## config.mk

```make
export PLATFORM = sky130hd
export DESIGN_NAME = sgsc_gain_switch
export DESIGN_NICKNAME = d
export VERILOG_FILES = /design/src/verilog/sgsc_pkg.sv /design/src/verilog/sgsc_gain_switch.sv
export SDC_FILE = /design/constraint.sdc
export NUM_CORES = 2
export LEC_CHECK = 0
export BUFFER_PORTS_ARGS = -buffer_cell sky130_fd_sc_hd__buf_2
export CORE_ASPECT_RATIO = 1.25
export CORE_UTILIZATION = 55
export DETAILED_ROUTE_END_ITERATION = 8
export PLACE_DENSITY = 0.81
export SLEW_MARGIN = 10
export SYNTH_ARGS = -nofsm -noshare
export SYNTH_HDL_FRONTEND = slang
export SYNTH_SLANG_ARGS = --single-unit
```

## constraint.sdc

```tcl
create_clock -name clk -period 149.5 [get_ports clk]
set_input_delay 7.475 -clock clk [delete_from_list [all_inputs] [get_ports clk]]
set_output_delay 7.475 -clock clk [all_outputs]
set_load 0.01 [all_outputs]
```

## src/verilog/sgsc_pkg.sv

```systemverilog
// shared types and constants for the servo gain switch control block
package sgsc_pkg;
    localparam int unsigned CLK_HZ = 25000000;
    localparam int unsigned TICK_NS = 166000;
    // one tick is 166 us; 25 MHz gives 4150 cycles per tick
    localparam int unsigned TICK_CYC = TICK_NS / (1000000000 / CLK_HZ);
    localparam logic [15:0] SET_MAX = 16'h2710;
    localparam logic [15:0] LEVEL_MAX = 16'h4e20;
    localparam logic [15:0] DELAY1_RST = 16'h001e;
    localparam logic [15:0] LEVEL1_RST = 16'h0032;
    localparam logic [15:0] HYST1_RST = 16'h0021;
    localparam logic [15:0] RAMP_RST = 16'h0014;
    localparam logic [15:0] DELAY2_RST = 16'h0000;
    localparam logic [15:0] LEVEL2_RST = 16'h0000;
    localparam logic [15:0] HYST2_RST = 16'h0000;
    localparam logic [8:0] JOG_MAX = 9'h1f4;
    localparam logic [8:0] JOG_RST = 9'h12c;
    localparam logic [3:0] MODE_VARIATION = 4'h3;
    localparam logic [3:0] MODE2_LO = 4'h3;
    localparam logic [3:0] MODE2_HI = 4'h5;

    typedef struct packed {
        logic [3:0] mode;
        logic [15:0] delay;
        logic [15:0] level;
        logic [15:0] hyst;
    } sgsc_set_t;

    typedef enum logic [2:0] {
        ST_FIRST = 3'b001,
        ST_SECOND = 3'b010,
        ST_RETURN = 3'b100
    } sgsc_state_t;

    typedef struct packed {
        sgsc_state_t st;
        logic [15:0] dly_cnt;
        logic [12:0] tick_cnt;
        logic tick;
        logic [15:0] ramp_cnt;
        logic [15:0] ramp_len;
        logic [15:0] kp;
        logic second;
        logic [8:0] jog;
    } sgsc_state_rec_t;
endpackage

```

## src/verilog/sgsc_gain_switch.sv

```systemverilog
// gain switching decision, return delay, position gain ramp and jog speed
// What this block does
// with first mode 3 the return to first gain waits first delay ticks.
// the first judging level, 0..20000, default 50, is the threshold.
// the first hysteresis, 0..20000, default 33, widens it both ways.
// first level and hysteresis apply to the magnitude of the quantity.
// a rising position gain ramps step by step over setting+1 ticks; with gain_switch_enable low it is applied at once.
// with second mode 3 to 5 the return waits second delay ticks.
// the second judging level, 0..20000, default 0, serves second mode.
// the second hysteresis, 0..20000, default 0, widens it both ways.
// second level and hysteresis apply to the magnitude of the quantity.
// jog runs at the jog speed setting, 0..500 r/min, default 300.
// first mode 3 selects second gain on large torque variation.
// above level+hyst go second; below level-hyst start delay, rearm.
`timescale 1ns/100ps
`default_nettype none
module sgsc_gain_switch
    import sgsc_pkg::*;
(
    input wire logic clk,
    input wire logic reset_n,
    input wire logic gain_switch_enable,
    input wire logic use_second_set,
    input wire sgsc_pkg::sgsc_set_t first_set,
    input wire sgsc_pkg::sgsc_set_t second_set,
    input wire logic [15:0] position_gain_ramp_time,
    input wire logic [15:0] first_position_gain_setting,
    input wire logic [15:0] second_position_gain_setting,
    input wire logic signed [16:0] monitored_value,
    input wire logic [8:0] jog_speed_setting,
    output logic second_gain_active,
    output logic [15:0] position_loop_gain,
    output logic [8:0] jog_speed
);
    import sgsc_pkg::*;

    sgsc_state_rec_t s_q;
    sgsc_state_rec_t s_d;
    sgsc_set_t act;
    logic [16:0] mag;
    logic [16:0] upper;
    logic [16:0] lower;
    logic [15:0] dly_set;
    logic [15:0] lvl;
    logic [15:0] hys;
    logic mode_ok;
    logic above;
    logic below;
    logic [15:0] target;
    logic [31:0] step;

    always_comb
    begin
        act = use_second_set ? second_set : first_set;
        if (use_second_set)
        begin
            mode_ok = (act.mode >= MODE2_LO) && (act.mode <= MODE2_HI);
        end
        else
        begin
            mode_ok = (act.mode == MODE_VARIATION);
        end
        mode_ok = mode_ok && gain_switch_enable;
        dly_set = (act.delay > SET_MAX) ? SET_MAX : act.delay;
        lvl = (act.level > LEVEL_MAX) ? LEVEL_MAX : act.level;
        hys = (act.hyst > LEVEL_MAX) ? LEVEL_MAX : act.hyst;
        // magnitude so both signs behave alike
        mag = monitored_value[16] ? 17'(-monitored_value)
                                  : 17'(monitored_value);
        upper = 17'(lvl) + 17'(hys);
        lower = (hys > lvl) ? 17'h00000 : 17'(lvl - hys);
        above = mag > upper;
        below = mag < lower;
    end

    always_comb
    begin
        s_d = s_q;
        s_d.tick = 1'b0;
        step = 32'h0;
        if (s_q.tick_cnt == 13'(TICK_CYC - 1))
        begin
            s_d.tick_cnt = 13'h0000;
            s_d.tick = 1'b1;
        end
        else
        begin
            s_d.tick_cnt = s_q.tick_cnt + 13'h0001;
        end
        s_d.jog = (jog_speed_setting > JOG_MAX) ? JOG_MAX
                                                : jog_speed_setting;
        case (s_q.st)
            ST_FIRST:
            begin
                if (mode_ok && above)
                begin
                    s_d.st = ST_SECOND;
                end
            end
            ST_SECOND:
            begin
                if (!mode_ok)
                begin
                    s_d.st = ST_FIRST;
                end
                else if (below)
                begin
                    s_d.st = ST_RETURN;
                    s_d.dly_cnt = dly_set;
                end
            end
            ST_RETURN:
            begin
                if (!mode_ok)
                begin
                    s_d.st = ST_FIRST;
                end
                else if (above)
                begin
                    s_d.st = ST_SECOND;
                end
                else if (s_q.dly_cnt == 16'h0000)
                begin
                    s_d.st = ST_FIRST;
                end
                else if (s_q.tick)
                begin
                    s_d.dly_cnt = s_q.dly_cnt - 16'h0001;
                end
            end
            default:
            begin
                s_d.st = ST_FIRST;
            end
        endcase
        s_d.second = (s_d.st != ST_FIRST);
        // position gain: immediate when falling or with switching off, ramped when rising
        target = s_d.second ? second_position_gain_setting
                            : first_position_gain_setting;
        if (target <= s_q.kp)
        begin
            s_d.kp = target;
            s_d.ramp_cnt = 16'h0000;
        end
        else if (!gain_switch_enable)
        begin
            s_d.kp = target;
        end
        else
        begin
            if (s_q.ramp_cnt == 16'h0000)
            begin
                s_d.ramp_len = ((position_gain_ramp_time > SET_MAX)
                    ? SET_MAX : position_gain_ramp_time) + 16'h0001;
                s_d.ramp_cnt = s_d.ramp_len;
            end
            if (s_q.tick && s_q.ramp_cnt != 16'h0000)
            begin
                // one even step per tick over the remaining ticks
                step = 32'(target - s_q.kp) / 32'(s_q.ramp_cnt);
                if (step == 32'h0)
                begin
                    step = 32'h1;
                end
                s_d.kp = s_q.kp + step[15:0];
                s_d.ramp_cnt = s_q.ramp_cnt - 16'h0001;
                if (s_q.ramp_cnt == 16'h0001)
                begin
                    s_d.kp = target;
                end
            end
        end
    end

    always_ff @(posedge clk)
    begin
        if (!reset_n)
        begin
            s_q <= '{st: ST_FIRST, jog: JOG_RST, default: '0};
        end
        else
        begin
            s_q <= s_d;
        end
    end

    assign second_gain_active = s_q.second;
    assign position_loop_gain = s_q.kp;
    assign jog_speed = s_q.jog;

    go_second_a: assert property (@(posedge clk) disable iff (!reset_n)
        (s_q.st == ST_FIRST && mode_ok && above) |=> second_gain_active)
        else $error("second gain not taken above level plus hysteresis");
    mode_gate_a: assert property (@(posedge clk) disable iff (!reset_n)
        (!gain_switch_enable) |=> !second_gain_active)
        else $error("second gain active while switching disabled");
    delay_hold_a: assert property (@(posedge clk) disable iff (!reset_n)
        (s_q.st == ST_RETURN && s_q.dly_cnt != 16'h0000 && mode_ok)
        |=> second_gain_active)
        else $error("returned to first gain before delay elapsed");
    delay_end_a: assert property (@(posedge clk) disable iff (!reset_n)
        (s_q.st == ST_RETURN && s_q.dly_cnt == 16'h0000 && !above)
        |=> !second_gain_active)
        else $error("return not taken when delay elapsed");
    rearm_delay_a: assert property (@(posedge clk) disable iff (!reset_n)
        (s_q.st == ST_RETURN && mode_ok && above) |=> s_q.st == ST_SECOND)
        else $error("return delay not cancelled on rise");
    sign_sym_a: assert property (@(posedge clk) disable iff (!reset_n)
        (monitored_value[16] ? (mag + 17'(monitored_value)) == 17'h00000
                             : mag == 17'(monitored_value)))
        else $error("magnitude not symmetric");
    fall_fast_a: assert property (@(posedge clk) disable iff (!reset_n)
        (s_q.kp > first_position_gain_setting && !s_d.second)
        |=> position_loop_gain == $past(first_position_gain_setting))
        else $error("falling position gain was ramped");
    ramp_step_a: assert property (@(posedge clk) disable iff (!reset_n)
        (gain_switch_enable && target > s_q.kp && !s_q.tick)
        |=> position_loop_gain == $past(s_q.kp))
        else $error("position gain moved between ticks");
    ramp_tick_a: assert property (@(posedge clk) disable iff (!reset_n)
        (gain_switch_enable && target > s_q.kp && s_q.tick
         && s_q.ramp_cnt != 16'h0000)
        |=> position_loop_gain > $past(s_q.kp)
            && position_loop_gain <= $past(target))
        else $error("position gain ramp step out of range");
    jog_limit_a: assert property (@(posedge clk) disable iff (!reset_n)
        jog_speed <= JOG_MAX)
        else $error("jog speed above limit");
    level_cap_a: assert property (@(posedge clk) disable iff (!reset_n)
        lvl <= LEVEL_MAX && hys <= LEVEL_MAX)
        else $error("judging level or hysteresis above limit");
endmodule // sgsc_gain_switch
`default_nettype wire

```

==> metrics <==
instance count of the mapped netlist 4,451; average wire per standard cell 20.69 um; GR Layer Usage met3 8.370%; Max Slew Vio Count 0; critical path data required time 149.74 ns; Cell Area, Synth 31,510 um2; overall routed net length 110.2 mm; sequential fraction of the synthesis area 4.765%; DIE HEIGHT 269.6 um; Avg Vias per Cell 6.630; CTS tree built; fraction of synthesized cell area taken by the top area cell type 19.74%; total global routing track utilization 36.76%; commonest cells after routing, fill and taps aside sky130_fd_sc_hd__ha_1 (497), sky130_fd_sc_hd__nand2_1 (438), sky130_fd_sc_hd__nor2_1 (398); via count of the first global-routing pass 33,550; Post-Route Setup TNS 0 ns; Skew-Pair Late Insertion Delay 0.37 ns; average cell area after synthesis 7.079 um2; status finished, final reports clean; die footprint 58,260 um2; TritonCTS buffer count 9; slowest stage cell, crit path sky130_fd_sc_hd__a2111oi_0; final hold vios 0; synthesis-stage register bit count 75; layout-stage area growth over the synthesis result 6.175%; Worst Max-Slew Pin Slew 1.184 ns; met2 layer usage reported by global route 62.63%; H-tree levels 3; post-detailed-route count of antenna-violating nets 0; type of the worst setup path primary input to flip-flop; ranking of synthesized cells by area sky130_fd_sc_hd__ha_1 (20%), sky130_fd_sc_hd__nand2_1 (5.2%), sky130_fd_sc_hd__xnor2_1 (4.9%); ratio of cells with drive above 1 in the final layout 11.57%; cell type contributing the most total cell area after synthesis sky130_fd_sc_hd__ha_1; slowest cell delay on critical path 0.80 ns; maximum clock skew at final layout 0.01415 ns; worst min-delay path class flip-flop to flip-flop; GRT overflow 0; max-cap violations 0; First-pass DRT Iterations 8; RSZ-0062 raised after global routing no; fraction of synthesis flops using an asynchronous set or reset pin 0%; GRT Max-Usage Layer met2; root buf cell sky130_fd_sc_hd__clkbuf_16; period utilisation layout 80.37%; number of nets in the finished design 5,250; Port Buffer Count 207; cell mode on critical path sky130_fd_sc_hd__o21a_1; post-CTS setup repair buffer count 0; hpwl dp 87.43 mm; width of the chip 216.1 um; final weighted congestion of routability-driven global placement 1.025; number of filler cells placed in the layout 5,336; final worst path period need 120.16 ns; clock-pin slew on the worst setup and hold paths 0.06 ns; signal arrival time at the worst endpoint 120.40 ns; Main synth FF type sky130_fd_sc_hd__dfxtp_1; CTS Hold Bufs 0; Core Footprint 56,310 um2; sinks on the clock net 75; worst max-slew margin expressed relative to the limit 20.39%; largest net degree at the start of global routing 43; DRC violation count after routing 0; most common cell after layout, fill and taps aside sky130_fd_sc_hd__ha_1; quantity of gates resized following cts 0; highest clock rate 8.323 MHz; sort of element at the start of the critical path primary input; first-pass GRT wire length 173.5 mm; endpoint type of the worst setup path flip-flop; antenna violations before repair 15; count of flip-flops with a built-in enable after synthesis 0; Initial Util 55.95%; worst-path fanout max 42; DRT iter0 DRCs 3,077; DR vias 35,320; Warnings, synthesis 0; Clock Tree Buf Depth 2; number of distinct library cells after synthesis 128; standard-cell row count 97; met1 usage 39.37%; setup-violating endpoint count in the final report 0; I/O pin count 208
## per-layer routing
metal | up-vias | wire length [um]
li1 | 16970 | -
met1 | 16180 | 41130
met2 | 1633 | 50360
met3 | 525 | 9262
met4 | 8 | 9419
met5 | - | 60
## path summary, 6_finish.rpt
kind	start	cells past startpoint	slack (ns)	to
worst max-delay path	use_second_set	511	29.34	position_loop_gain[15]$_SDFFE_PN0P_
worst min-delay path	s_q[82]$_SDFFE_PN0P_	2	0.46	s_q[82]$_SDFFE_PN0P_
worst max register to register	s_q[79]$_SDFFE_PN0P_	477	41.72	position_loop_gain[15]$_SDFFE_PN0P_
worst min register to register	s_q[82]$_SDFFE_PN0P_	2	0.46	s_q[82]$_SDFFE_PN0P_
## metrics by stage
stage               setup WS, ns  area (um2)  instances  util (%)  hold WS, ns
floorplan                  40.49       31520       4453         -       0.4316
global placement           34.23       33150       5298     58.87       0.4499
detailed placement         31.02       33150       5298     58.87       0.4558
CTS                        31.15       33420       5314     59.35       0.4639
global route               20.62       33440       5321     59.38       0.4948
finish                     29.34       33450       5327     59.40       0.4608
## flip-flops by register name, indices dropped and copies added (netlist names)
register,flops
jog_speed,9
position_loop_gain,16
s_q,49
second_gain_active,1
## synth_stat cells, types with 96 or more instances
library cell / instances
sky130_fd_sc_hd__a21o_1: 96
sky130_fd_sc_hd__a21oi_1: 300
sky130_fd_sc_hd__ha_1: 497
sky130_fd_sc_hd__inv_1: 178
sky130_fd_sc_hd__mux2_2: 98
sky130_fd_sc_hd__nand2_1: 438
sky130_fd_sc_hd__nand3_1: 98
sky130_fd_sc_hd__nor2_1: 402
sky130_fd_sc_hd__nor3_1: 258
sky130_fd_sc_hd__o21a_1: 201
sky130_fd_sc_hd__o21ai_0: 230
sky130_fd_sc_hd__o31ai_1: 135
sky130_fd_sc_hd__xnor2_1: 176
## layout make-up
class                           instances  area [um2]  share of cell area, %
Antenna cell                           13       32.53                0.09724
Clock buffer                           10       229.0                 0.6844
Clock inverter                          6       41.29                 0.1234
Inverter                              184       695.7                  2.080
Multi-Input combinational cell       4046       28660                  85.67
Sequential cell                        75        1501                  4.488
Tap cell                              742       928.4                  2.775
Timing Repair Buffer                  251        1366                  4.084
## critical path, delay by kind of cell
kind            cells  cell delay, ns
buf+inv            33            7.04
xor+xnor            2            0.30
compound gates    300           65.44
simple gates      129           25.92
fa+ha+maj          35           10.38
mux                12            3.62
## logic make-up after synthesis
| family | synth area share, % |
|---|---|
| flops | 4.765 |
| simple gates | 26.19 |
| mux | 5.849 |
| compound gates | 31.22 |
| xor+xnor | 7.533 |
| fa+ha+maj | 20.02 |
| other cells | 0.02384 |
| buf+inv | 4.392 |
Power is not shown: default switching activity piles up to over one toggle a cycle in this logic, so the estimate is an artifact.
